**src/hdl/pae_pkg.sv**
```systemverilog
package pae_pkg;

  localparam int ADDR_W = 12;
  localparam int DATA_W = 32;

  // extended configuration offsets (byte addresses)
  localparam logic [ADDR_W-1:0] UNC_MASK_ADDR = 12'h108;
  localparam logic [ADDR_W-1:0] UNC_SEV_ADDR  = 12'h10c;
  localparam logic [ADDR_W-1:0] COR_STAT_ADDR = 12'h110;

  // uncorrectable error field positions, shared by mask and severity
  localparam int UNSUP_REQ_POS    = 20;
  localparam int E2E_CRC_POS      = 19;
  localparam int MALFORMED_POS    = 18;
  localparam int RX_OVERRUN_POS   = 17;
  localparam int UNEXP_CPL_POS    = 16;
  localparam int CPL_ABORT_POS    = 15;
  localparam int CPL_TIMEOUT_POS  = 14;
  localparam int FLOW_CREDIT_POS  = 13;
  localparam int POISONED_POS     = 12;
  localparam int LINK_PROT_POS    = 4;

  // fixed-one reserved severity positions
  localparam int SEV_ONE_HI_POS   = 22;
  localparam int SEV_ONE_LO_POS   = 5;

  // correctable status field positions
  localparam int ADV_NONFATAL_POS = 13;
  localparam int REPLAY_TMO_POS   = 12;
  localparam int REPLAY_ROLL_POS  = 8;
  localparam int BAD_DLLP_POS     = 7;
  localparam int BAD_TLP_POS      = 6;
  localparam int RX_ERR_POS       = 0;

  localparam logic [DATA_W-1:0] ONE = 32'h0000_0001;

  localparam logic [DATA_W-1:0] UNC_RW_BITS =
    (ONE << UNSUP_REQ_POS)   | (ONE << E2E_CRC_POS)     |
    (ONE << MALFORMED_POS)   | (ONE << RX_OVERRUN_POS)  |
    (ONE << UNEXP_CPL_POS)   | (ONE << CPL_ABORT_POS)   |
    (ONE << CPL_TIMEOUT_POS) | (ONE << FLOW_CREDIT_POS) |
    (ONE << POISONED_POS)    | (ONE << LINK_PROT_POS);

  localparam logic [DATA_W-1:0] SEV_FIXED_ONES =
    (ONE << SEV_ONE_HI_POS) | (ONE << SEV_ONE_LO_POS);

  localparam logic [DATA_W-1:0] COR_BITS =
    (ONE << ADV_NONFATAL_POS) | (ONE << REPLAY_TMO_POS) |
    (ONE << REPLAY_ROLL_POS)  | (ONE << BAD_DLLP_POS)   |
    (ONE << BAD_TLP_POS)      | (ONE << RX_ERR_POS);

  localparam logic [DATA_W-1:0] MASK_RESET = 32'h0000_0000;
  localparam logic [DATA_W-1:0] SEV_RESET  = 32'h0026_2030;
  localparam logic [DATA_W-1:0] COR_RESET  = 32'h0000_0000;

endpackage : pae_pkg

```
**src/hdl/pae_status_if.sv**
```systemverilog
`timescale 1ns/1ps
interface pae_status_if;
  import pae_pkg::*;

  logic [DATA_W-1:0] set_evt;
  logic [DATA_W-1:0] clr_bits;
  logic [DATA_W-1:0] status;

  modport owner  (output set_evt, output clr_bits, input status);
  modport holder (input set_evt, input clr_bits, output status);
endinterface : pae_status_if

```
**src/hdl/pae_cor_status.sv**
```systemverilog
`timescale 1ns/1ps
module pae_cor_status
  import pae_pkg::*;
(
  input  wire logic   clk_in,
  input  wire logic   sw_rst_in,
  input  wire logic   por_b_in,
  input  wire logic   ce_in,
  pae_status_if.holder st
);

  logic [DATA_W-1:0] stat;
  wire  [DATA_W-1:0] next_stat;

  assign st.status = stat;

  genvar g;
  generate
    for (g = 0; g < DATA_W; g++)
    begin : g_bit
      if (COR_BITS[g])
      begin : g_live
        // event in the clearing cycle survives
        assign next_stat[g] = st.set_evt[g]
                            | (stat[g] & ~st.clr_bits[g]);
      end
      else
      begin : g_rsvd
        assign next_stat[g] = 1'b0;
      end
    end
  endgenerate

  always_ff @(posedge clk_in)
  begin
    if (sw_rst_in)
      stat <= COR_RESET;
    else if (ce_in)
      stat <= next_stat;
  end
endmodule : pae_cor_status

```
**src/hdl/pae_err_regs.sv**
```systemverilog
`timescale 1ns/1ps
module pae_err_regs
  import pae_pkg::*;
(
  input  wire logic                      REF_CLK_IN,
  input  wire logic                      RST_B_IN,
  input  wire logic                      CE_IN,
  input  wire logic                      LINK_RST_B_IN,
  input  wire logic                      GLOBAL_RESET_INPUT_B_IN,
  input  wire logic                      CFG_WR_IN,
  input  wire logic                      CFG_RD_IN,
  input  wire logic [pae_pkg::ADDR_W-1:0] CFG_ADDR_IN,
  input  wire logic [pae_pkg::DATA_W-1:0] CFG_WDATA_IN,
  input  wire logic [3:0]                CFG_BE_IN,
  input  wire logic [pae_pkg::DATA_W-1:0] UNC_ERR_EVT_IN,
  input  wire logic [pae_pkg::DATA_W-1:0] COR_ERR_EVT_IN,
  output logic      [pae_pkg::DATA_W-1:0] CFG_RDATA_OUT,
  output logic                           CFG_RVALID_OUT,
  output logic      [pae_pkg::DATA_W-1:0] UNC_LOG_OUT,
  output logic                           FATAL_MSG_OUT,
  output logic                           NONFATAL_MSG_OUT,
  output logic      [pae_pkg::DATA_W-1:0] MASK_OUT,
  output logic      [pae_pkg::DATA_W-1:0] SEVERITY_OUT,
  output logic      [pae_pkg::DATA_W-1:0] COR_STATUS_OUT
);
  import pae_pkg::*;

  // global reset pin is asynchronous to the reference clock
  logic                global_reset_input_meta;
  logic                global_reset_input_sync;
  logic [DATA_W-1:0]   uncorrectable_error_mask;
  logic [DATA_W-1:0]   uncorrectable_error_severity;
  logic [DATA_W-1:0]   next_mask;
  logic [DATA_W-1:0]   next_sev;
  logic [DATA_W-1:0]   next_rdata;

  wire                 sw_rst;
  wire  [DATA_W-1:0]   byte_en;
  wire                 hit_mask;
  wire                 hit_sev;
  wire                 hit_cor;
  wire                 wr_mask;
  wire                 wr_sev;
  wire                 wr_cor;
  wire  [DATA_W-1:0]   mask_wr_bits;
  wire  [DATA_W-1:0]   sev_wr_bits;
  wire  [DATA_W-1:0]   mask_rd;
  wire  [DATA_W-1:0]   sev_rd;
  wire  [DATA_W-1:0]   unc_hit;
  wire                 any_fatal;
  wire                 any_nonfatal;

  pae_status_if cor_if ();

  always_ff @(posedge REF_CLK_IN)
  begin
    if (!RST_B_IN)
    begin
      global_reset_input_meta <= 1'b1;
      global_reset_input_sync <= 1'b1;
    end
    else if (CE_IN)
    begin
      global_reset_input_meta <= GLOBAL_RESET_INPUT_B_IN;
      global_reset_input_sync <= global_reset_input_meta;
    end
  end

  // RST_B_IN, LINK_RST_B_IN or the global reset, which is only synchronized while CE_IN is high, returns every field to its reset value
  assign sw_rst = ~RST_B_IN | ~LINK_RST_B_IN | ~global_reset_input_sync;

  // address decode and byte lanes
  assign byte_en  = {{8{CFG_BE_IN[3]}}, {8{CFG_BE_IN[2]}},
                     {8{CFG_BE_IN[1]}}, {8{CFG_BE_IN[0]}}};
  assign hit_mask = (CFG_ADDR_IN == UNC_MASK_ADDR);
  assign hit_sev  = (CFG_ADDR_IN == UNC_SEV_ADDR);
  assign hit_cor  = (CFG_ADDR_IN == COR_STAT_ADDR);
  assign wr_mask  = CFG_WR_IN & hit_mask;
  assign wr_sev   = CFG_WR_IN & hit_sev;
  assign wr_cor   = CFG_WR_IN & hit_cor;

  // only the assigned field positions accept write data
  assign mask_wr_bits = wr_mask ? (byte_en & UNC_RW_BITS) : '0;
  assign sev_wr_bits  = wr_sev  ? (byte_en & UNC_RW_BITS) : '0;

  assign next_mask = (uncorrectable_error_mask & ~mask_wr_bits)
                   | (CFG_WDATA_IN & mask_wr_bits);
  assign next_sev  = (uncorrectable_error_severity & ~sev_wr_bits)
                   | (CFG_WDATA_IN & sev_wr_bits);

  assign mask_rd = uncorrectable_error_mask & UNC_RW_BITS;
  // fixed ones are not stored, so no write can disturb them
  assign sev_rd  = (uncorrectable_error_severity & UNC_RW_BITS)
                 | SEV_FIXED_ONES;

  // unmapped offsets in this window read as zero
  assign next_rdata = hit_mask ? mask_rd :
                      hit_sev  ? sev_rd :
                      hit_cor  ? cor_if.status :
                      '0;

  // masked errors are dropped before logging or reporting
  assign unc_hit      = UNC_ERR_EVT_IN & ~uncorrectable_error_mask
                      & UNC_RW_BITS;
  assign any_fatal    = |(unc_hit & uncorrectable_error_severity);
  assign any_nonfatal = |(unc_hit & ~uncorrectable_error_severity);

  // correctable status lives in its own holder
  assign cor_if.set_evt  = COR_ERR_EVT_IN & COR_BITS;
  assign cor_if.clr_bits = wr_cor ? (CFG_WDATA_IN & byte_en) : '0;

  pae_cor_status u_cor_status (
    .clk_in    (REF_CLK_IN),
    .sw_rst_in (sw_rst),
    .por_b_in  (RST_B_IN),
    .ce_in     (CE_IN),
    .st        (cor_if.holder)
  );

  always_ff @(posedge REF_CLK_IN)
  begin
    if (sw_rst)
    begin
      uncorrectable_error_mask     <= MASK_RESET;
      uncorrectable_error_severity <= SEV_RESET & UNC_RW_BITS;
    end
    else if (CE_IN)
    begin
      uncorrectable_error_mask     <= next_mask;
      uncorrectable_error_severity <= next_sev;
    end
  end

  // read answer one edge after the request, old value on a same-cycle write
  always_ff @(posedge REF_CLK_IN)
  begin
    if (sw_rst)
    begin
      CFG_RVALID_OUT <= 1'b0;
      CFG_RDATA_OUT  <= '0;
    end
    else if (CE_IN)
    begin
      CFG_RVALID_OUT <= CFG_RD_IN;
      CFG_RDATA_OUT  <= CFG_RD_IN ? next_rdata : '0;
    end
  end

  // report pulses; they hold while the clock enable is low
  always_ff @(posedge REF_CLK_IN)
  begin
    if (sw_rst)
    begin
      UNC_LOG_OUT      <= '0;
      FATAL_MSG_OUT    <= 1'b0;
      NONFATAL_MSG_OUT <= 1'b0;
    end
    else if (CE_IN)
    begin
      UNC_LOG_OUT      <= unc_hit;
      FATAL_MSG_OUT    <= any_fatal;
      NONFATAL_MSG_OUT <= any_nonfatal;
    end
  end

  // mirrors are registered so the outputs come straight from flops
  always_ff @(posedge REF_CLK_IN)
  begin
    if (sw_rst)
    begin
      MASK_OUT       <= MASK_RESET;
      SEVERITY_OUT   <= SEV_RESET & UNC_RW_BITS;
      COR_STATUS_OUT <= COR_RESET;
    end
    else if (CE_IN)
    begin
      MASK_OUT       <= next_mask;
      SEVERITY_OUT   <= next_sev;
      COR_STATUS_OUT <= (cor_if.status & ~cor_if.clr_bits)
                      | cor_if.set_evt;
    end
  end
endmodule : pae_err_regs

```
**config.mk**
```make
export PLATFORM = sky130hd
export DESIGN_NAME = pae_err_regs
export DESIGN_NICKNAME = d
export VERILOG_FILES = /design/src/hdl/pae_pkg.sv /design/src/hdl/pae_status_if.sv /design/src/hdl/pae_cor_status.sv /design/src/hdl/pae_err_regs.sv
export SDC_FILE = /design/constraint.sdc
export NUM_CORES = 1
export LEC_CHECK = 0
export ABC_AREA = 1
export BUFFER_PORTS_ARGS = -buffer_cell sky130_fd_sc_hd__buf_2
export CAP_MARGIN = 20
export CORE_AREA = 3 3 110 112
export CTS_BUF_LIST = sky130_fd_sc_hd__clkbuf_16
export DETAILED_ROUTE_END_ITERATION = 10
export DIE_AREA = 0 0 113 115
export PLACE_DENSITY = 0.66
export SETUP_SLACK_MARGIN = 0.2
export SYNTH_ARGS = -nofsm -noshare
export SYNTH_HDL_FRONTEND = slang
export SYNTH_SLANG_ARGS = --single-unit
```
**constraint.sdc**
```tcl
create_clock -name REF_CLK_IN -period 1.4 [get_ports REF_CLK_IN]
set_clock_uncertainty 0.2 [all_clocks]
set_input_delay 0.07 -clock REF_CLK_IN [delete_from_list [all_inputs] [get_ports REF_CLK_IN]]
set_output_delay 0.07 -clock REF_CLK_IN [all_outputs]
set_load 0.02 [all_outputs]
```
Word-level counts from Yosys, hierarchy flattened
Cells that the tools add are included.
{"block": "word_totals", "regBits": 149, "latchBits": 0, "ramBits": 0, "mem_bits_ro": 0, "in_bits": 119, "output_inout_bits": 163, "wordCells": 66, "n_memories": 0}
{"block": "op_classes", "n_addsub": 0, "n_mul": 0, "div": 0, "magnitude_cmp": 0, "eq_ne": 3, "shifts": 0, "n_mux": 7, "bitwise": 43, "reduce_logical": 2}
{"cell": "$and 32x32->32", "count": 3}
{"cell": "$mux 23", "count": 3}
{"cell": "$and 21x32->32", "count": 2}
{"cell": "$and 32x21->32", "count": 2}
{"cell": "$not 21->32", "count": 2}
{"cell": "$not 32->32", "count": 2}
{"cell": "$or 32x32->32", "count": 2}
{"cell": "$reduce_or 32->1", "count": 2}
{"cell": "$mux 21", "count": 2}
{"cell": "$eq 12x9->1 const B", "count": 3}
{"cell": "$and 14x32->32", "count": 1}
{"cell": "$mux 32", "count": 1}
{"cell": "$or 32x14->32", "count": 1}
{"cell": "$and 21x21->21", "count": 1}
{"cell": "$not 21->21", "count": 1}
{"cell": "$mux 14", "count": 1}
{"cell": "$and 1x1->1", "count": 9}
{"cell": "$not 1->1", "count": 9}
{"cell": "$or 1x1->1", "count": 8}

Logic depth before layout (Yosys ltp)
Gate-level depths: netlist of run 1.
{"block": "depth", "ltp_word": 6, "depth_mapped": 10, "depth_no_buf": 9}

Hierarchy
Synthesis of run 1 repeated with hierarchy kept, for this count alone.
{"block": "hier_totals", "cells_unflattened": 853, "area_unflattened_um2": 6216.0}
{"mod": "pae_err_regs", "n_inst": 1, "cells_per_inst": 795, "area_per_inst_um2": 5788.1, "seq_area_each_um2": 1981.9}
{"mod": "pae_cor_status", "n_inst": 1, "cells_per_inst": 58, "area_per_inst_um2": 427.9, "seq_area_each_um2": 120.1}

Least setup slack after synthesis of run 1
No wires, ideal clock.
{"block": "synth_timing", "kind": "reg2reg", "startpoint": "register global_reset_input_sync", "endpoint": "register with a tool-made name", "setup_ns": 0.128, "t_arrival_ns": 0.988, "t_required_ns": 1.072, "slack_ns": 0.085, "stages_incl_launch_ff": 5, "n_path_buf": 2, "synth_period_minus_slack_ns": 1.315, "cell_sequence": "dfxtp_1 > nand3_1 > clkbuf_1 > clkbuf_1 > nor2_1"}
{"element": "from (decl)", "line_no": "pae_err_regs.sv:30", "source": "logic global_reset_input_sync;"}
{"element": "from (signal assigned)", "line_no": "pae_err_regs.sv:65", "source": "global_reset_input_sync <= global_reset_input_meta;"}

Worst setup path in the final report of run 1
{"block": "layout_timing", "startpoint": "input port UNC_ERR_EVT_IN[19] in the netlist's numbering", "endpoint": "register NONFATAL_MSG_OUT"}
{"block": "layout_via", "elab_chain_len": 3}
{"element": "from (decl)", "line_no": "pae_err_regs.sv:15", "source": "input wire logic [pae_pkg::DATA_W-1:0] UNC_ERR_EVT_IN,"}
{"element": "$and 21x21->21", "line_no": "pae_err_regs.sv:103", "source": "assign unc_hit = UNC_ERR_EVT_IN & ~uncorrectable_error_mask"}
{"element": "$and 21x32->32", "line_no": "pae_err_regs.sv:106", "source": "assign any_nonfatal = |(unc_hit & ~uncorrectable_error_severity);"}
{"element": "$reduce_or 32->1", "line_no": "pae_err_regs.sv:106"}
{"element": "to (signal assigned)", "line_no": "pae_err_regs.sv:162", "source": "NONFATAL_MSG_OUT <= any_nonfatal;"}
{"element": "to (decl)", "line_no": "pae_err_regs.sv:21", "source": "output logic NONFATAL_MSG_OUT,"}
Every way passes these cells.
A chain may end at the register's enable or synchronous reset.

==> results.sh, run 1 <==
export IMPL_grt_max_degree=19
export IMPL_antenna_found_initial=0
export IMPL_design_die_area_um2=13000
export IMPL_post_drt_wl_per_cell_um=13.0
export IMPL_endpoint_kind="flop"
export IMPL_synth_simple_gate_area_share_pct=28.8
export IMPL_clock_fmax_mhz=823
export IMPL_synth_top_family_by_area="buffers and inverters"
export IMPL_ys_seq_area_share_pct=32.2
export IMPL_synth_avg_cell_area_um2=6.74
export IMPL_drc_errors=0
export IMPL_synth_compound_area_share_pct=8.40
export IMPL_synthCells=517
export IMPL_critPathKind="in2reg"
export IMPL_setup_viol=0
export IMPL_outcome="complete, but fails checks"
export IMPL_cp_max_fo=3
export IMPL_stdcell_area_um2=4750
export IMPL_clkTransAtPathRegs_ns=0.08
export IMPL_r2r_end="NONFATAL_MSG_OUT"
export IMPL_clock_sinks=56
export IMPL_h_tree_depth=2
export IMPL_yosysMostFrequentCell="nand2_1"
export IMPL_grt_usage_pct=14.7
export IMPL_initial_core_util_pct=30.8
export IMPL_rsz0062_at_grt="yes"
export IMPL_wl_um=10700
export IMPL_synth_flop_cell="dfxtp_1"
export IMPL_drv_cap=0
export IMPL_io_pins=282
export IMPL_place_port_buffers=106
export IMPL_hold_slack_ns=-0.139
export IMPL_fillers=1207
export IMPL_muxShareOfSynthArea_pct=0
export IMPL_r2r_cells=6
export IMPL_grt_pass1_wl_um=15200
export IMPL_place_congestion=0.772
export IMPL_fp_dieH_um=115
export IMPL_cts_buffer_depth=2
export IMPL_start_kind="input port"
export IMPL_r2r_slack_ns=0.21
export IMPL_ys_async_sr_fraction_pct=0
export IMPL_cts_buffers=5
export IMPL_yosysTopAreaCell="dfxtp_1"
export IMPL_finalNetCount=795
export IMPL_via_per_inst=4.19
export IMPL_core_um2=11300
export IMPL_synth_cell_type_count=21
export IMPL_die_x_um=113
export IMPL_violations="hold timing"
export IMPL_clock_latency_ns=0.29
export IMPL_netlist_area_um2=3480
export IMPL_synth_top_area_share_pct=32.2
export IMPL_hpwl_um=7660
export IMPL_placedInstanceArea_um2=3920
export IMPL_synth_xor_area_share_pct=0
export IMPL_postCtsHoldBufs=28
export IMPL_drive_gt1_share_pct=33.1
export IMPL_power_density_nw_per_um2=767
export IMPL_synth_edf_count=0
export IMPL_ys_top_cells_by_count="nand2_1, buf_4, nor2_1"
export IMPL_ir_drop_mv=0.487
export IMPL_min_period_ns=1.21
export IMPL_place_inst=769
export IMPL_endpoint="NONFATAL_MSG_OUT"
export IMPL_drt_initial_drc_count=147
export IMPL_grt_pass1_vias=2971
export IMPL_synth_seq_cells=56
export IMPL_totalPowerFinal_uw=3640
export IMPL_cp_data_required_time_ns=1.40
export IMPL_yosys_warnings=0
export IMPL_period_share_pct=86.8
export IMPL_antenna_cells=0
export IMPL_drt_pass1_iterations=4
export IMPL_slew_viol_final=0
export IMPL_area_growth_pct=36.3
export IMPL_overflow=0
export IMPL_cp_data_arrival_time_ns=1.21
export IMPL_power_leakage_uw=0.00250
export IMPL_worstSetupStartpoint="UNC_ERR_EVT_IN[19]"
export IMPL_cts_root_buf="clkbuf_16"
export IMPL_ant_nets=0
export IMPL_fin_util_pct=41.9
export IMPL_finalHoldViolations=6
export IMPL_min_path_type="in2reg"
export IMPL_rows=39
export IMPL_cts_tree="built"
export IMPL_synth_fa_ha_area_share_pct=0
export IMPL_synth_area_leaders="dfxtp_1, buf_4, nand2_1"
export IMPL_vias=3433
export IMPL_final_cells=820
## layout make-up
class                   instances  area [um2]  area share, %
repair buffers                169        1180           24.9
well taps                     143         179           3.77
multi-input cells             400        1920           40.4
clock buffers                   5         125           2.64
clock inverters                 3        21.3          0.448
flip-flops and latches         56        1150           24.2
inverters                      44         173           3.64
## critical path, stage by stage
cell and delay (ns):
dlygate4sd3_1 0.53, buf_2 0.14, nand3_1 0.10, o211a_1 0.18
nand3_1 0.08, nand2_1 0.07, inv_1 0.03
## cells by family after synthesis
logic type / after synthesis
compound gates: 54
buf+inv: 170
flops: 56
other cells: 1
simple gates: 236
## report_power, final
group          switching [uW]  internal (uW)  total [uW]
registers                15.8           1610        1630
clock network             607            669        1280
logic                     522            220         742
## how the worst min path moves through the flow
stage,start,end,slack [ns],cells past startpoint
finish,UNC_ERR_EVT_IN[13],UNC_LOG_OUT[13],-0.14,3
global route,UNC_ERR_EVT_IN[13],UNC_LOG_OUT[13],-0.14,3
CTS,UNC_ERR_EVT_IN[4],UNC_LOG_OUT[4],-0.14,3
detailed placement,CFG_WDATA_IN[18],flop,0.09,3
global placement,CFG_WDATA_IN[18],flop,0.09,3
floorplan,RST_B_IN,global_reset_input_sync,-0.05,1
## through the flow
step	setup slack, ns	setup TNS (ns)
3_5_place_dp	-0.0937	-1.63
6_report	0.185	0
3_3_place_gp	-0.0955	-1.58
2_1_floorplan	0.194	0
5_1_grt	0.126	0
4_1_cts	0.181	0
## cell usage in the layout, fill, tap and decap left out, drive strengths merged, types with 6 or more instances in the layout
cell	instances
dlygate4sd3	26
nand2	123
dfxtp	56
o21ai	11
conb	108
nor2	65
a21oi	34
inv	45
o21a	6
buf	141
nand3	42
## timing repair
item / 4_1_cts / 5_1_grt
pin swaps: 3 / 27
gates cloned: 2 / 2
endpoints found under the hold margin: 39 / 6
buffers inserted: 2 / 9
setup endpoints to repair: 23 / 47
gates resized for setup: 14 / 90
## layer usage
metal	share of wire (%)	vias up	global-route usage (%)	routed length, um
met3	7.6	6	3.53	817
li1	-	1714	-	-
met1	41	1564	18.2	4360
met5	0	-	0	0
met4	0.69	0	2.24	74
met2	51	149	26.7	5430
(Power assumes the default switching activity.)
==> inputs of run 2 (changes only) <==
--- a/config.mk
+++ b/config.mk
@@ -12,6 +12,7 @@
 export CTS_BUF_LIST = sky130_fd_sc_hd__clkbuf_16
 export DETAILED_ROUTE_END_ITERATION = 10
 export DIE_AREA = 0 0 113 115
+export MAX_ROUTING_LAYER = met4
 export PLACE_DENSITY = 0.66
 export SETUP_SLACK_MARGIN = 0.2
 export SYNTH_ARGS = -nofsm -noshare
==> run 2 against run 1 <==
  * The flow still finishes with violations (hold timing)
  * Via count grew 0.61%
  * Utilization is essentially flat
  * Clock-buffer cell count is the same
  * Sequential power is essentially flat
  * Sequential share of layout area is essentially flat
  * Clock power is essentially flat
  * Die area is the same
  * Largest cell class unchanged
  * Highest routed layer unchanged
==> results.sh, run 2 (synthesis gave the netlist of run 1 again) <==
export IMPL_cp_data_arrival_time_ns=1.21
export IMPL_r2r_end="NONFATAL_MSG_OUT"
export IMPL_via_per_inst=4.21
export IMPL_io_pins=282
export IMPL_ant_nets=0
export IMPL_drt_pass1_iterations=4
export IMPL_place_port_buffers=106
export IMPL_rsz0062_at_grt="yes"
export IMPL_min_path_type="in2reg"
export IMPL_r2r_slack_ns=0.21
export IMPL_drive_gt1_share_pct=32.9
export IMPL_grt_pass1_wl_um=15200
export IMPL_setup_viol=0
export IMPL_cp_max_fo=3
export IMPL_fillers=1208
export IMPL_slowest_delay_ns=0.53
export IMPL_fin_util_pct=41.9
export IMPL_grt_pass1_vias=2973
export IMPL_hpwl_um=7660
export IMPL_slowest_stage="dlygate4sd3_1"
export IMPL_cts_buffers=5
export IMPL_critPathKind="in2reg"
export IMPL_clock_latency_ns=0.29
export IMPL_hold_start="UNC_ERR_EVT_IN[13]"
export IMPL_rows=39
export IMPL_fp_dieH_um=115
export IMPL_cpLargestDelayFamily="buffers and inverters"
export IMPL_violations="hold timing"
export IMPL_postCtsHoldBufs=28
export IMPL_power_density_nw_per_um2=769
export IMPL_drv_cap=0
export IMPL_endpoint_kind="flop"
export IMPL_stdcell_area_um2=4750
export IMPL_crit_chain="dlygate4sd3_1, buf_2, nand3_1, o211a_1, nand3_1, nand2_1, inv_1"
export IMPL_final_cell_mix="conb_1, nand2_1, buf_2"
export IMPL_min_period_ns=1.21
export IMPL_slew_viol_final=0
export IMPL_min_path_cells=3
export IMPL_vias=3454
export IMPL_cts_tree="built"
export IMPL_place_inst=769
export IMPL_drt_initial_drc_count=124
export IMPL_grt_usage_pct=15.2
export IMPL_worstSetupStartpoint="UNC_ERR_EVT_IN[19]"
export IMPL_overflow=0
export IMPL_hold_path_endpoint="UNC_LOG_OUT[13]"
export IMPL_antenna_cells=0
export IMPL_finalNetCount=795
export IMPL_outcome="complete, but fails checks"
export IMPL_drc_errors=0
export IMPL_initial_core_util_pct=30.8
export IMPL_clock_fmax_mhz=828
export IMPL_power_leakage_uw=0.00250
export IMPL_ir_drop_mv=0.485
export IMPL_period_share_pct=86.3
export IMPL_totalPowerFinal_uw=3650
export IMPL_post_drt_wl_per_cell_um=13.1
export IMPL_final_cells=820
export IMPL_area_growth_pct=36.2
export IMPL_layout_commonest_cell="conb_1"
export IMPL_die_x_um=113
export IMPL_clock_sinks=56
export IMPL_crit_buf_inv=3
export IMPL_place_congestion=0.782
export IMPL_core_um2=11300
export IMPL_cp_data_required_time_ns=1.40
export IMPL_design_die_area_um2=13000
export IMPL_hold_slack_ns=-0.138
export IMPL_path_common_cell="nand3_1"
export IMPL_antenna_found_initial=0
export IMPL_r2r_cells=6
export IMPL_cts_buffer_depth=2
export IMPL_grt_max_degree=19
export IMPL_finalHoldViolations=6
export IMPL_clkTransAtPathRegs_ns=0.08
export IMPL_start_kind="input port"
export IMPL_cts_root_buf="clkbuf_16"
export IMPL_h_tree_depth=2
export IMPL_wl_um=10700
export IMPL_placedInstanceArea_um2=3920
run 2: cell counts in the layout (fill, tap and decap cells not counted):
No cell type changed its count.
run 2: how the worst max path moves through the flow:
stage / end / slack [ns] / depth (start not counted)
after floorplan: flop / 0.19 / 9
after global placement: flop / -0.1 / 9
after detailed placement: flop / -0.09 / 9
after CTS: NONFATAL_MSG_OUT / 0.18 / 7
after global routing: NONFATAL_MSG_OUT / 0.13 / 7
final: NONFATAL_MSG_OUT / 0.19 / 7
run 2: per-layer routing:
metal	global-route usage, %	vias up	part of all wire, %
met5	-	-	0
met4	2.24	0	0.85
li1	-	1715	-
met1	18.3	1585	41
met2	26.7	146	51
met3	3.16	8	7.9
run 2: worst reg2reg max path, delay by kind of cell (launching register included):
kind | cells | cell delay [ns]
flops | 1 | 0.38
simple gates | 3 | 0.24
compound gates | 1 | 0.18
buf+inv | 2 | 0.10
run 2: area by class of cell:
class	instances	area [um2]	share of cell area, %
Timing Repair Buffer	169	1180	24.9
Clock inverter	3	21.3	0.448
Sequential cell	56	1150	24.2
Inverter	44	173	3.64
Multi-Input combinational cell	400	1920	40.4
Clock buffer	5	125	2.64
Tap cell	143	179	3.77
run 2: what timing repair did:
| item | 4_1_cts | 5_1_grt |
|---|---|---|
| pin swaps | 3 | 27 |
| setup buffers | 2 | 9 |
| hold endpoints to repair | 39 | 6 |
| cloned | 2 | 2 |
| resized for setup | 14 | 89 |
| endpoints found under the setup margin | 23 | 46 |
run 2: per-stage QoR:
step                      setup slack [ns]  TNS [ns]
after floorplan                      0.194         0
after global placement             -0.0955     -1.58
after detailed placement           -0.0937     -1.63
after CTS                            0.181         0
after global routing                 0.126         0
final                                0.192         0
run 2: power breakdown:
part	internal, uW	switching, uW
Combinational	220	523
Clock	669	611
Sequential	1610	15.9
Total	2500	1150
==> inputs of run 3 (changes only) <==
--- a/config.mk
+++ b/config.mk
@@ -8,12 +8,14 @@
 export ABC_AREA = 1
 export BUFFER_PORTS_ARGS = -buffer_cell sky130_fd_sc_hd__buf_2
 export CAP_MARGIN = 20
-export CORE_AREA = 3 3 110 112
+export CELL_PAD_IN_SITES_DETAIL_PLACEMENT = 0
+export CELL_PAD_IN_SITES_GLOBAL_PLACEMENT = 2
+export CORE_MARGIN = 3
+export CORE_UTILIZATION = 18
 export CTS_BUF_LIST = sky130_fd_sc_hd__clkbuf_16
 export DETAILED_ROUTE_END_ITERATION = 10
-export DIE_AREA = 0 0 113 115
 export MAX_ROUTING_LAYER = met4
-export PLACE_DENSITY = 0.66
+export PLACE_DENSITY_LB_ADDON = 0.1
 export SETUP_SLACK_MARGIN = 0.2
 export SYNTH_ARGS = -nofsm -noshare
 export SYNTH_HDL_FRONTEND = slang
==> run 3 against run 2 <==
  * The run still ends with hold timing left
  * Clock-buffer cell count is the same
  * Utilization shrank 14 points
  * Fmax decreased by 2.4%
  * First-iteration DRC count rose by 4.0%
  * Combinational power is 9.3% higher
  * Non-clock buffer count is 10 higher
  * Sequential power hardly changed
  * Power increased by 7.7%
==> results.sh, run 3 (synthesis gave the netlist of run 1 again) <==
export IMPL_outcome="complete, but fails checks"
export IMPL_violations="hold timing"
export IMPL_critPathKind="reg2reg"
export IMPL_post_drt_wl_per_cell_um=13.7
export IMPL_hpwl_um=9600
export IMPL_postCtsHoldBufs=28
export IMPL_io_pins=282
export IMPL_combinationalPowerShare_pct=20.6
export IMPL_via_per_inst=3.66
export IMPL_drv_cap=0
export IMPL_power_switching_uw=1220
export IMPL_fin_util_pct=27.5
export IMPL_grt_pass1_wl_um=19300
export IMPL_cp_data_required_time_ns=1.42
export IMPL_min_path_type="in2reg"
export IMPL_finalNetCount=805
export IMPL_crit_chain="inv_1, nand3_1, o211a_1, nand3_1, nand2_1, inv_1"
export IMPL_die_x_um=145
export IMPL_rows=50
export IMPL_area_growth_pct=48.4
export IMPL_place_congestion=0.780
export IMPL_cts_root_buf="clkbuf_16"
export IMPL_grt_usage_pct=12.0
export IMPL_slew_viol_final=0
export IMPL_final_cell_mix="conb_1, buf_2, nand2_1"
export IMPL_layout_commonest_cell="conb_1"
export IMPL_design_die_area_um2=21100
export IMPL_antenna_found_initial=0
export IMPL_fillers=2123
export IMPL_cts_tree="built"
export IMPL_grt_max_degree=21
export IMPL_endpoint_kind="flop"
export IMPL_cp_depth=6
export IMPL_endpoint="NONFATAL_MSG_OUT"
export IMPL_hold_slack_ns=-0.142
export IMPL_period_share_pct=88.4
export IMPL_setup_viol=0
export IMPL_slowest_stage="dfxtp_2"
export IMPL_drt_initial_drc_count=129
export IMPL_rsz0062_at_grt="yes"
export IMPL_seq_power_share_pct=41.5
export IMPL_cp_max_fo=4
export IMPL_p_int_uw=2700
export IMPL_vias=3469
export IMPL_ir_drop_mv=0.566
export IMPL_swShare_pct=31.2
export IMPL_min_period_ns=1.24
export IMPL_overflow=0
export IMPL_clkTransAtPathRegs_ns=0.08
export IMPL_clock_sinks=56
export IMPL_r2r_cells=6
export IMPL_finalHoldViolations=6
export IMPL_wl_um=13000
export IMPL_slowest_delay_ns=0.34
export IMPL_clock_fmax_mhz=808
export IMPL_ant_nets=0
export IMPL_core_um2=18800
export IMPL_cpLargestDelayFamily="flip-flops"
export IMPL_drive_gt1_share_pct=37.7
export IMPL_clkPwrFrac_pct=37.9
export IMPL_place_ws_ns=-0.122
export IMPL_r2r_slack_ns=0.16
export IMPL_place_port_buffers=106
export IMPL_start_kind="flop"
export IMPL_clock_latency_ns=0.31
export IMPL_cts_buffer_depth=2
export IMPL_setup_slack_ns=0.162
export IMPL_power_density_nw_per_um2=760
export IMPL_antenna_cells=0
export IMPL_cp_data_arrival_time_ns=1.25
export IMPL_grt_pass1_vias=3333
export IMPL_power_leakage_uw=0.00262
export IMPL_cts_buffers=5
export IMPL_initial_core_util_pct=18.5
export IMPL_drt_pass1_iterations=4
export IMPL_r2r_end="NONFATAL_MSG_OUT"
export IMPL_fp_dieH_um=145
export IMPL_h_tree_depth=2
export IMPL_drc_errors=0
export IMPL_crit_buf_inv=2
==> run 3: cell count changes in the layout (fill, tap and decap cells not counted), moves of 4 or more <==
| cell | before | now |
|---|---|---|
| buf_4 | 25 | 33 |
| nor2_4 | 8 | 4 |
| nand2_1 | 104 | 89 |
| inv_1 | 32 | 39 |
| nor2_1 | 51 | 47 |
| inv_2 | 10 | 5 |
| nand2_2 | 10 | 21 |
| nor2_2 | 6 | 14 |
| o21ai_2 | 3 | 7 |
==> run 3: power groups by stage <==
stage / clock network, uW / logic [uW] / registers, uW
after global placement: 0 / 631 / 1670
after global routing: 1620 / 874 / 1630
after detailed placement: 0 / 630 / 1670
after floorplan: 0 / 631 / 1690
final: 1490 / 811 / 1630
after CTS: 1560 / 757 / 1630
==> run 3: layout make-up <==
class / count / area, um2 / area share [%]
sequential: 56 / 1150 / 22.3
timing repair buffer: 179 / 1340 / 25.8
clock buffer: 5 / 125 / 2.42
inverter: 44 / 170 / 3.29
multi-input combinational: 400 / 2020 / 39.1
clock inverter: 3 / 38.8 / 0.750
tap: 260 / 325 / 6.29
==> run 3: metal layers <==
metal / wire, um / GRT usage (%) / up-vias
li1: - / - / 1732
met1: 5970 / 15.1 / 1603
met2: 6150 / 19.7 / 123
met3: 613 / 2.03 / 11
met4: 229 / 3.85 / 0
met5: 0 / - / -
==> run 3: worst reg2reg max path: cells and delay by family, from the launching register on <==
kind / cells / cell delay (ns)
AOI/OAI and AO/OA: 1 / 0.17
buffers and inverters: 2 / 0.13
DFF: 1 / 0.34
and+or+nand+nor: 3 / 0.32
==> run 3: what timing repair did <==
action                                 4_1_cts  5_1_grt
endpoints found under the hold margin       39        4
setup buffers                                7        9
setup endpoints to repair                   36       46
pin swaps                                    7       32
resized for setup                           36      100
cloned                                       3        2
==> run 3: per-stage QoR <==
| step | setup TNS, ns | total power [uW] | instance area, um2 | instances |
|---|---|---|---|---|
| 6_report | 0 | 3930 | 5170 | 947 |
| 5_1_grt | 0 | 4120 | 5170 | 947 |
| 4_1_cts | 0 | 3950 | 4760 | 936 |
| 3_5_place_dp | -1.26 | 2300 | 4090 | 890 |
| 3_3_place_gp | -1.17 | 2300 | 4090 | 890 |
| 2_1_floorplan | 0 | 2320 | 3910 | 624 |
==> run 3: how the worst min path moves through the flow <==
| stage | to | slack, ns | cells past startpoint | startpoint |
|---|---|---|---|---|
| global route | UNC_LOG_OUT[17] | -0.13 | 3 | UNC_ERR_EVT_IN[17] |
| detailed placement | global_reset_input_sync | 0.09 | 2 | RST_B_IN |
| finish | UNC_LOG_OUT[15] | -0.14 | 3 | UNC_ERR_EVT_IN[15] |
| floorplan | global_reset_input_sync | -0.05 | 1 | RST_B_IN |
| CTS | UNC_LOG_OUT[17] | -0.15 | 3 | UNC_ERR_EVT_IN[17] |
| global placement | global_reset_input_sync | 0.09 | 2 | RST_B_IN |
